$ cat config.mk
export PLATFORM = sky130hd
export DESIGN_NAME = cmpc_mode_control
export DESIGN_NICKNAME = d
export VERILOG_FILES = /design/src/cmpc_pkg.sv /design/src/cmpc_event_arbiter.sv /design/src/cmpc_mode_control.sv
export SDC_FILE = /design/constraint.sdc
export NUM_CORES = 1
export LEC_CHECK = 0
export BUFFER_PORTS_ARGS = -buffer_cell sky130_fd_sc_hd__buf_2
export CAP_MARGIN = 20
export CORE_ASPECT_RATIO = 1.1
export CORE_UTILIZATION = 41
export CTS_CLUSTER_DIAMETER = 120
export DETAILED_ROUTE_END_ITERATION = 8
export PLACE_DENSITY = 0.68
export SLEW_MARGIN = 20
export SYNTH_ARGS = -nofsm -noshare
export SYNTH_HDL_FRONTEND = slang
export SYNTH_HIERARCHICAL = 1
export SYNTH_SLANG_ARGS = --single-unit
$ cat constraint.sdc
create_clock -name clock_in -period 6.2 [get_ports clock_in]
set_input_delay 0.31 -clock clock_in [delete_from_list [all_inputs] [get_ports clock_in]]
set_output_delay 0.31 -clock clock_in [all_outputs]
set_load 0.1 [all_outputs]
$ cat src/cmpc_pkg.sv
// constants, offsets and types shared by the mode and privilege controller
package cmpc_pkg;

    // =====================================================================
    // register map (byte addresses on the AHB-Lite slave)
    // =====================================================================
    localparam logic [7:0]  STATUS_WORD_ADDR = 8'h00;
    localparam logic [7:0]  MODE_STATE_ADDR  = 8'h04;
    localparam int          ADDR_DECODE_BITS = 8;

    // =====================================================================
    // processor status word, low half
    // =====================================================================
    localparam int FLAG_CARRY      = 0;
    localparam int FLAG_ZERO       = 1;
    localparam int FLAG_SIGN       = 2;
    localparam int FLAG_OVERFLOW   = 3;
    localparam int FLAG_SATURATION = 4;
    localparam int BIT_LOCK        = 5;
    localparam int BIT_SCRATCH     = 14;
    localparam int BIT_REMAP       = 15;
    localparam logic [15:0] LOW_WRITE_MASK = 16'hc03f;

    // =====================================================================
    // processor status word, high half
    // =====================================================================
    localparam int BIT_GLOBAL_MASK = 16;
    localparam int BIT_LEVEL0_MASK = 17;
    localparam int BIT_EXCEPT_MASK = 21;
    localparam int MODE_LSB        = 22;
    localparam int MODE_MSB        = 24;
    localparam int BIT_SECURE      = 25;
    localparam int BIT_DEBUG       = 26;
    localparam int LEVEL_COUNT     = 4;
    localparam logic [15:0] HIGH_WRITE_MASK = 16'h03ff;

    // =====================================================================
    // execution modes and priority ranks (1 highest, 7 means no rank)
    // =====================================================================
    typedef enum logic [2:0] {
        MODE_APPLICATION = 3'b000,
        MODE_SUPERVISOR  = 3'b001,
        MODE_LEVEL_ZERO  = 3'b010,
        MODE_LEVEL_ONE   = 3'b011,
        MODE_LEVEL_TWO   = 3'b100,
        MODE_LEVEL_THREE = 3'b101,
        MODE_EXCEPTION   = 3'b110,
        MODE_NMI         = 3'b111
    } cmpc_mode_type;

    localparam logic [2:0] RANK_NONE     = 3'h7;
    localparam int         REQUEST_COUNT = 6;

    // reset: supervisor mode, every interrupt level and exceptions masked
    localparam logic [31:0] STATUS_WORD_RESET = 32'h007f_0000;

    // =====================================================================
    // stack push sequence: slots 0..4 general registers, then pc, then word
    // =====================================================================
    typedef enum logic [0:0] {
        SEQ_IDLE = 1'b0,
        SEQ_PUSH = 1'b1
    } cmpc_seq_type;

    localparam logic [2:0] SLOT_FIRST_GPR = 3'h0;
    localparam logic [2:0] SLOT_RETURN_PC = 3'h5;
    localparam logic [2:0] SLOT_STATUS    = 3'h6;

    // rank of a mode; supervisor and application carry none
    function automatic logic [2:0] cmpc_rank(input logic [2:0] mode);
        case (mode)
            MODE_NMI:         cmpc_rank = 3'h1;
            MODE_EXCEPTION:   cmpc_rank = 3'h2;
            MODE_LEVEL_THREE: cmpc_rank = 3'h3;
            MODE_LEVEL_TWO:   cmpc_rank = 3'h4;
            MODE_LEVEL_ONE:   cmpc_rank = 3'h5;
            MODE_LEVEL_ZERO:  cmpc_rank = 3'h6;
            default:          cmpc_rank = RANK_NONE;
        endcase
    endfunction

    // mode that belongs to a rank
    function automatic logic [2:0] cmpc_mode_of_rank(input logic [2:0] rank);
        case (rank)
            3'h1:    cmpc_mode_of_rank = MODE_NMI;
            3'h2:    cmpc_mode_of_rank = MODE_EXCEPTION;
            3'h3:    cmpc_mode_of_rank = MODE_LEVEL_THREE;
            3'h4:    cmpc_mode_of_rank = MODE_LEVEL_TWO;
            3'h5:    cmpc_mode_of_rank = MODE_LEVEL_ONE;
            3'h6:    cmpc_mode_of_rank = MODE_LEVEL_ZERO;
            default: cmpc_mode_of_rank = MODE_SUPERVISOR;
        endcase
    endfunction

endpackage

$ cat src/cmpc_event_arbiter.sv
// priority selector for pending mode-change requests
module cmpc_event_arbiter
    import cmpc_pkg::*;
#(
    parameter int REQUESTS = REQUEST_COUNT
) (
    input  wire logic [REQUESTS-1:0] request_in,
    input  wire logic [2:0]          current_rank_in,
    output logic                     grant_valid_out,
    output logic [2:0]               grant_rank_out
);

    // =====================================================================
    // pick lowest index (highest priority); bit i carries rank i+1
    // =====================================================================
    logic [2:0] best_rank;

    always_comb begin
        best_rank = RANK_NONE;
        for (int i = REQUESTS - 1; i >= 0; i--) begin
            if (request_in[i]) begin
                best_rank = 3'(i + 1);
            end
        end
    end

    // strictly higher priority only
    assign grant_valid_out = (best_rank < current_rank_in);
    assign grant_rank_out  = best_rank;

endmodule // cmpc_event_arbiter

$ cat src/cmpc_mode_control.sv
// execution mode, privilege and debug/secure state control with AHB slave
//
// The AHB-Lite register port and the register addresses were decided locally.
module cmpc_mode_control
    import cmpc_pkg::*;
(
    input  wire logic        clock_in,
    input  wire logic        rst_b_in,
    // ahb-lite slave
    input  wire logic        hsel_in,
    input  wire logic [31:0] haddr_in,
    input  wire logic [1:0]  htrans_in,
    input  wire logic        hwrite_in,
    input  wire logic [2:0]  hsize_in,
    input  wire logic [31:0] hwdata_in,
    input  wire logic        hready_in,
    output logic [31:0]      hrdata_out,
    output logic             hreadyout_out,
    output logic             hresp_out,
    // event requests (levels, held until served)
    input  wire logic [3:0]  interrupt_level_in,
    input  wire logic        nmi_request_in,
    input  wire logic        exception_request_in,
    input  wire logic        debug_enter_in,
    input  wire logic        debug_return_in,
    input  wire logic        event_return_in,
    input  wire logic [31:0] restored_status_in,
    // stack push data feed
    input  wire logic [31:0] push_item_in,
    input  wire logic [31:0] return_pc_in,
    output logic             push_valid_out,
    output logic [2:0]       push_slot_out,
    output logic [31:0]      push_data_out,
    // privilege checks from the pipeline
    input  wire logic        privileged_instr_in,
    input  wire logic        sysreg_access_in,
    input  wire logic        sysreg_open_in,
    input  wire logic        mem_access_in,
    input  wire logic        mem_protected_in,
    input  wire logic        secure_access_in,
    output logic             instr_refused_out,
    output logic             sysreg_denied_out,
    output logic             mem_denied_out,
    output logic             secure_denied_out,
    output logic [2:0]       mode_out,
    output logic             privileged_out,
    output logic             debug_state_out,
    output logic [31:0]      status_word_out
);

    // =====================================================================
    // reset release
    // =====================================================================
    logic rst_sync_a;
    logic rst_b;

    always_ff @(posedge clock_in or negedge rst_b_in) begin
        if (!rst_b_in) begin
            rst_sync_a <= 1'b0;
            rst_b      <= 1'b0;
        end else begin
            rst_sync_a <= 1'b1;
            rst_b      <= rst_sync_a;
        end
    end

    // =====================================================================
    // state
    // =====================================================================
    logic [31:0]  processor_status_word;
    logic [31:0]  debug_saved_word;
    cmpc_seq_type seq_state;
    logic [2:0]   push_slot;
    logic [2:0]   entry_mode;
    logic [31:0]  entry_saved_word;

    logic [2:0]   current_mode;
    logic         in_debug;
    logic         privileged;
    logic [3:0]   level_mask;
    logic [5:0]   request_vec;
    logic         grant_valid;
    logic [2:0]   grant_rank;
    logic         take_event;

    assign current_mode = processor_status_word[MODE_MSB:MODE_LSB];
    assign in_debug     = processor_status_word[BIT_DEBUG];
    assign level_mask   =
        processor_status_word[BIT_LEVEL0_MASK +: LEVEL_COUNT];
    // debug grants full privilege in any mode
    assign privileged   = (current_mode != MODE_APPLICATION)
                          || in_debug;

    // =====================================================================
    // request ranking
    // =====================================================================
    logic glob_off;
    assign glob_off = processor_status_word[BIT_GLOBAL_MASK];

    assign request_vec[0] = nmi_request_in;
    assign request_vec[1] = exception_request_in
                            && !processor_status_word[BIT_EXCEPT_MASK];

    genvar lv;
    generate
        for (lv = 0; lv < LEVEL_COUNT; lv++) begin : g_level
            // rank 3 is level three, rank 6 is level zero
            assign request_vec[5 - lv] = interrupt_level_in[lv]
                                         && !level_mask[lv]
                                         && !glob_off;
        end
    endgenerate

    cmpc_event_arbiter #(
        .REQUESTS (REQUEST_COUNT)
    ) u_arbiter (
        .request_in      (request_vec),
        .current_rank_in (cmpc_rank(current_mode)),
        .grant_valid_out (grant_valid),
        .grant_rank_out  (grant_rank)
    );

    // hardware events enter only between push sequences
    assign take_event = grant_valid && (seq_state == SEQ_IDLE)
                        && !debug_enter_in;

    // =====================================================================
    // ahb-lite address phase capture
    // =====================================================================
    logic       phase_valid;
    logic       phase_write;
    logic [7:0] phase_addr;
    logic       accept;

    assign accept = hsel_in && htrans_in[1] && hready_in;

    always_ff @(posedge clock_in or negedge rst_b) begin
        if (!rst_b) begin
            phase_valid <= 1'b0;
            phase_write <= 1'b0;
            phase_addr  <= 8'h00;
        end else begin
            phase_valid <= accept;
            phase_write <= accept && hwrite_in;
            phase_addr  <= haddr_in[ADDR_DECODE_BITS-1:0];
        end
    end

    logic sw_status_write;
    assign sw_status_write = phase_valid && phase_write
                             && (phase_addr == STATUS_WORD_ADDR);

    // mode state register for software
    logic [31:0] mode_state_view;
    assign mode_state_view = {16'h0000,
                              1'b0, request_vec,
                              seq_state == SEQ_PUSH, in_debug,
                              privileged, cmpc_rank(current_mode),
                              current_mode};

    always_ff @(posedge clock_in or negedge rst_b) begin
        if (!rst_b) begin
            hrdata_out <= 32'h0000_0000;
        end else if (accept && !hwrite_in) begin
            case (haddr_in[ADDR_DECODE_BITS-1:0])
                STATUS_WORD_ADDR: begin
                    // high half reads zero in unprivileged code
                    hrdata_out <= privileged ? processor_status_word
                                  : {16'h0000,
                                     processor_status_word[15:0]};
                end
                MODE_STATE_ADDR: hrdata_out <= mode_state_view;
                default:         hrdata_out <= 32'h0000_0000;
            endcase
        end
    end

    assign hreadyout_out = 1'b1;
    assign hresp_out     = 1'b0;

    // =====================================================================
    // status word update; hardware events win over software writes
    // =====================================================================
    logic [31:0] next_status_word;
    logic [31:0] sw_merged;

    always_comb begin
        sw_merged = processor_status_word;
        sw_merged[15:0] = (processor_status_word[15:0] & ~LOW_WRITE_MASK)
                          | (hwdata_in[15:0] & LOW_WRITE_MASK);
        if (privileged) begin
            sw_merged[31:16] =
                (processor_status_word[31:16] & ~HIGH_WRITE_MASK)
                | (hwdata_in[31:16] & HIGH_WRITE_MASK);
        end
    end

    always_comb begin
        next_status_word = processor_status_word;
        if (sw_status_write) begin
            next_status_word = sw_merged;
        end
        if (event_return_in && !in_debug) begin
            next_status_word = restored_status_in;
            next_status_word[BIT_DEBUG] = 1'b0;
        end
        if (seq_state == SEQ_PUSH && push_slot == SLOT_STATUS) begin
            next_status_word[MODE_MSB:MODE_LSB] = entry_mode;
        end
        if (debug_return_in && in_debug) begin
            next_status_word = debug_saved_word;
            next_status_word[BIT_DEBUG] = 1'b0;
        end
        if (debug_enter_in && !in_debug) begin
            next_status_word[BIT_DEBUG] = 1'b1;
            next_status_word[BIT_LEVEL0_MASK +: LEVEL_COUNT] = 4'hf;
        end
    end

    always_ff @(posedge clock_in or negedge rst_b) begin
        if (!rst_b) begin
            processor_status_word <= STATUS_WORD_RESET;
        end else begin
            processor_status_word <= next_status_word;
        end
    end

    always_ff @(posedge clock_in or negedge rst_b) begin
        if (!rst_b) begin
            debug_saved_word <= STATUS_WORD_RESET;
        end else if (debug_enter_in && !in_debug) begin
            debug_saved_word <= processor_status_word;
        end
    end

    // =====================================================================
    // event entry: push sequence onto the system stack
    // =====================================================================
    always_ff @(posedge clock_in or negedge rst_b) begin
        if (!rst_b) begin
            seq_state        <= SEQ_IDLE;
            push_slot        <= SLOT_FIRST_GPR;
            entry_mode       <= MODE_SUPERVISOR;
            entry_saved_word <= 32'h0000_0000;
        end else begin
            case (seq_state)
                SEQ_IDLE: begin
                    if (take_event) begin
                        seq_state        <= SEQ_PUSH;
                        entry_mode       <= cmpc_mode_of_rank(grant_rank);
                        entry_saved_word <= processor_status_word;
                        // interrupts save the general registers too
                        push_slot <= (grant_rank > 3'h2) ? SLOT_FIRST_GPR
                                     : SLOT_RETURN_PC;
                    end
                end
                SEQ_PUSH: begin
                    if (push_slot == SLOT_STATUS) begin
                        seq_state <= SEQ_IDLE;
                    end else begin
                        push_slot <= push_slot + 3'h1;
                    end
                end
                default: seq_state <= SEQ_IDLE;
            endcase
        end
    end

    always_ff @(posedge clock_in or negedge rst_b) begin
        if (!rst_b) begin
            push_valid_out <= 1'b0;
            push_slot_out  <= SLOT_FIRST_GPR;
            push_data_out  <= 32'h0000_0000;
        end else begin
            push_valid_out <= (seq_state == SEQ_PUSH);
            push_slot_out  <= push_slot;
            case (push_slot)
                SLOT_STATUS:    push_data_out <= entry_saved_word;
                SLOT_RETURN_PC: push_data_out <= return_pc_in;
                default:        push_data_out <= push_item_in;
            endcase
        end
    end

    // =====================================================================
    // privilege checks
    // =====================================================================
    always_ff @(posedge clock_in or negedge rst_b) begin
        if (!rst_b) begin
            instr_refused_out <= 1'b0;
            sysreg_denied_out <= 1'b0;
            mem_denied_out    <= 1'b0;
            secure_denied_out <= 1'b0;
        end else begin
            instr_refused_out <= privileged_instr_in && !privileged;
            sysreg_denied_out <= sysreg_access_in && !sysreg_open_in
                                 && !privileged;
            mem_denied_out    <= mem_access_in && mem_protected_in
                                 && !privileged;
            secure_denied_out <= secure_access_in
                && !processor_status_word[BIT_SECURE];
        end
    end

    assign mode_out        = current_mode;
    assign privileged_out  = privileged;
    assign debug_state_out = in_debug;
    assign status_word_out = processor_status_word;

endmodule // cmpc_mode_control

==> summary by stage <==
Layout
The combined flip-flop and latch cell area is between 4000 and 5000 µm². The area added between synthesis and finish is 25.41%. In the final layout, the share of cells above drive strength 1 is 0.3694. The area of combinational cells with multiple inputs is around 3000 µm². The count of cells in the finished layout, fillers not included, comes to approximately 1200. The number of filler cells placed in the layout is between 1500 and 2000. The antenna diode count is 0. The post-route cell area is between 10000 and 15000 µm². The number of nets at the end of the flow is ~1200.

Pwr
The clock network fraction of design power is 0.198. For this design the static power due to leakage is about 5.2 nW. For this design the ratio of total power to cell area is around 570 nW/µm².

The largest voltage drop on the vdd net is 0.3890 mV. The sequential cell fraction of total power is 0.346. Internal power comes to between 0.002 and 0.003 W.

For this design the total switching power over the nets is 0.002832 W. The combinational group share of total power is 0.456. The design draws 0.005693 W. Of the total power, the share spent switching nets is 0.4974.

Clock tree
In this run the clock root is driven by a sky130_fd_sc_hd__clkbuf_16. The TritonCTS buffer count is 17. The clock latency reported for the late side of the worst-skew pair is between 0.4 and 0.5 ns. Clock tree synthesis found a total of between 150 and 200 sinks.

TritonCTS built the clock tree. The register clock-pin slew on the reported worst setup and hold paths is about 0.070 ns. The longest clock path from root to sink contains 2 buffers. The H-tree level count is 4. The number of setup buffers added after CTS is 0.

Timing
Setup repair after global routing left no endpoint under its margin. The slew at the pin closest to its max-slew limit is approximately 1.1 ns. The final number of hold-violating endpoints came to 0. For the final database, setup skew stands at slightly below 0.008 ns.

In the finished design, the share of the clock period the worst path needs comes to 0.5114. The maximum achievable frequency is between 300 and 400 MHz. Setup total negative slack on the finished layout was measured at 0 ns.

Subtracting the final worst setup slack from the clock period gives between 3 and 4 ns. Setup violations remaining at the end of the flow were counted as 0. The worst slew slack as a fraction of its limit is 0.2731. The final count of pins violating max slew is 0.

Synthesis
The number of synthesized flops with an enable pin is 0. The sequential area share after synthesis is 0.5851. The cell area that synthesis handed to floorplanning was 7986 µm². The Yosys step of the flow raised 6 warnings. The total of flip-flops plus latches after synthesis is roughly 190.

The mean post-synth cell area is approximately 11 µm². In the synthesized netlist the dominant register cell turns out to be sky130_fd_sc_hd__dfrtp_1. The count of cell types in the netlist is 53. In the synthesized netlist the async set-or-reset flop fraction comes to 1.000. The number of instances in the synthesized netlist is between 700 and 800.

Global routing
The met2 usage in global routing is 0.3704. The global-route congestion overflow total is 0. Entering global routing, the biggest net connects 73 pins. The met3 track demand over resource is 0.05010. The wire length of the first global-routing pass is about 34 mm.

The met1 track demand over resource is 0.3095. The initial antenna violation count came to 1. The number of global-route vias before repair is 6116. The aggregate global-route resource usage is 0.2290.

In this run the most used layer during global routing was met2.

Worst setup path
The worst path arrival time is 3.52 ns. The critical path is of the flop to flop type. The signal on the critical path passes through nor3b_1 -> nor3_1 -> nor2_1 -> ha_1 -> or3_1 -> o221ai_2 -> nor3b_2 -> buf_4 -> a21oi_1 -> inv_1 -> nor2_1 -> a21oi_1. The slowest stage of the critical path is the sky130_fd_sc_hd__nor3b_1 cell.

The critical-path maximum fanout is 23. The element type at the critical path start is a flop. The highest cell delay on the worst timing path is about 0.50 ns. The endpoint kind of the worst setup timing path is a flop.

The required time at the endpoint of the critical path is about 6.6 ns.

Drt
The via count of the routed design is 6314. The post-detailed-route wirelength per cell is 18.07 µm. For this run, design rule violations remaining after detail routing come to 0. The first detailed-routing pass took 8 iterations.

Using the TritonRoute via totals, the vias-per-cell ratio works out to between 5 and 6. Once detail routing completed, the nets flagged for antenna violations numbered 0. The total wire length is roughly 22 mm.

The iteration-0 DRC count of the detailed router is 393.

Place
The HPWL reported at the end of detailed placement is 16.04 mm. Buffers placed on the I/O ports in this run total 250. The congestion estimate from routability-driven global placement came to 0.8401.

The instance count after placement with tap cells included is between 1000 and 1500. Summing all placed instances gives a cell area of ~9400 µm².

Die
For this configuration, the core starts out at a cell density of 0.4182. The top-level I/O count is slightly below 300. Measured along the y axis, the die boundary spans 148.4 µm.

The number of standard-cell rows in the floorplan is 53. The total die area is 20040 µm². The die span in x is ~140 µm. After floorplanning, the core was sized to cover between 15000 and 20000 µm².

Outcome
The flow ran to the end, and the final reports show no timing, DRC or antenna violations.

Min path
The path category of the worst min-delay check is input pin to flop.

Run
The tool flagged a number of max-cap violations equal to 0.
## critical path: cells and delay by family (launching register included)
family,cells,cell delay [ns]
buf+inv,2,0.49
compound gates,3,0.30
fa+ha+maj,1,0.30
simple gates,6,1.55
flops,1,0.43
## logic make-up after synthesis
| kind of cell | synth area share |
|---|---|
| AO/OA/AOI/OAI | 0.1197 |
| XOR/XNOR | 0.002194 |
| buffers and inverters | 0.04402 |
| AND/OR/NAND/NOR | 0.1542 |
| adder cells (fa/ha/maj) | 0.007833 |
| other | 0.0009403 |
| flip-flops | 0.5851 |
| multiplexers | 0.08601 |
## what timing repair did
item,CTS,global route
setup endpoints to repair,0,0
hold endpoints to repair,7,0
gates resized for setup,0,0
hold buffers,6,0
## flip-flops by register name, summed over array words and instances (netlist names), 3 cells and up
name	cells
entry_saved_word	32
hrdata_out	32
push_data_out	32
status_word_out	32
debug_saved_word	31
phase_addr	8
entry_mode	3
push_slot	3
push_slot_out	3
## final cells by class
type,instances,share of cell area
multi-input cells,490,0.2976
clock buffers,20,0.04460
clock inverters,9,0.01487
repair buffers,267,0.1392
inverters,16,0.005996
flip-flops and latches,186,0.4670
well taps,247,0.03086
## layer usage
layer | vias to the layer above | part of all wire
met5 | - | 0.00058
met4 | 2 | 0.015
met3 | 23 | 0.051
met2 | 194 | 0.49
met1 | 3095 | 0.45
li1 | 3000 | -
## cells in the mapped netlist, types with 11 or more instances
cell type / count / area [µm²]
sky130_fd_sc_hd__a22o_1: 16 / 140.1
sky130_fd_sc_hd__dfstp_2: 15 / 394.1
sky130_fd_sc_hd__nor2_1: 29 / 108.9
sky130_fd_sc_hd__inv_1: 16 / 60.06
sky130_fd_sc_hd__o21ai_0: 24 / 120.1
sky130_fd_sc_hd__clkbuf_1: 27 / 101.4
sky130_fd_sc_hd__buf_4: 11 / 82.58
sky130_fd_sc_hd__buf_2: 12 / 60.06
sky130_fd_sc_hd__a31oi_1: 12 / 75.07
sky130_fd_sc_hd__dfrtp_1: 171 / 4279
sky130_fd_sc_hd__nand2_1: 217 / 814.5
sky130_fd_sc_hd__mux2i_1: 18 / 180.2
sky130_fd_sc_hd__mux2_2: 41 / 461.7
sky130_fd_sc_hd__a22oi_1: 45 / 337.8
sky130_fd_sc_hd__a21oi_1: 14 / 70.07
## power groups by stage
stage	Combinational (W)	Clock [W]	Sequential, W
5_1_grt	0.00274	0.00119	0.00203
4_1_cts	0.00261	0.00115	0.00198
3_5_place_dp	0.00260	0	0.00200
6_report	0.00260	0.00112	0.00197
2_1_floorplan	0.000962	0	0.00313
3_3_place_gp	0.00257	0	0.00198
## layout by cell type, fill, tap and decap left out, types with 5 or more instances in the layout
cell,instances
sky130_fd_sc_hd__a21oi_1,14
sky130_fd_sc_hd__a221o_1,5
sky130_fd_sc_hd__a22o_1,16
sky130_fd_sc_hd__a22oi_1,45
sky130_fd_sc_hd__a31oi_1,12
sky130_fd_sc_hd__buf_2,250
sky130_fd_sc_hd__buf_4,11
sky130_fd_sc_hd__clkbuf_16,17
sky130_fd_sc_hd__dfrtp_1,170
sky130_fd_sc_hd__dfstp_2,15
sky130_fd_sc_hd__dlygate4sd3_1,6
sky130_fd_sc_hd__ha_1,5
sky130_fd_sc_hd__inv_1,16
sky130_fd_sc_hd__mux2_2,41
sky130_fd_sc_hd__mux2i_1,18
sky130_fd_sc_hd__nand2_1,217
sky130_fd_sc_hd__nor2_1,28
sky130_fd_sc_hd__nor3b_1,6
sky130_fd_sc_hd__o21ai_0,24
## per-stage QoR
| step | hold WS [ns] | util | setup WS (ns) |
|---|---|---|---|
| 6_report | 0.01831 | 0.5244 | 3.030 |
| 5_1_grt | 0.001190 | 0.5244 | 2.761 |
| 4_1_cts | 0.004967 | 0.5244 | 2.967 |
| 3_5_place_dp | 0.09678 | 0.4901 | 3.017 |
| 3_3_place_gp | 0.09492 | 0.4901 | 3.053 |
| 2_1_floorplan | 0.01441 | - | 0.6595 |
## final timing paths
| kind | from | end | slack (ns) | cells past startpoint |
|---|---|---|---|---|
| setup / recovery | status_word_out[16]$_DFFE_PN1P_ | push_slot[0]$_DFFE_PN0P_ | 3.03 | 12 |
| hold / removal | haddr_in[3] | phase_addr[3]$_DFF_PN0_ | 0.02 | 1 |
| setup reg to reg | status_word_out[16]$_DFFE_PN1P_ | push_slot[0]$_DFFE_PN0P_ | 3.03 | 12 |
| hold reg to reg | rst_sync_a$_DFF_PN0_ | rst_b$_DFF_PN0_ | 0.36 | 0 |
| max in group asynchronous | rst_b$_DFF_PN0_ | status_word_out[24]$_DFFE_PN0P_ | 4.30 | 1 |
| min in group asynchronous | rst_b_in | rst_b$_DFF_PN0_ | 0.19 | 2 |
No activity file was read; power rests on OpenSTA's default activity.
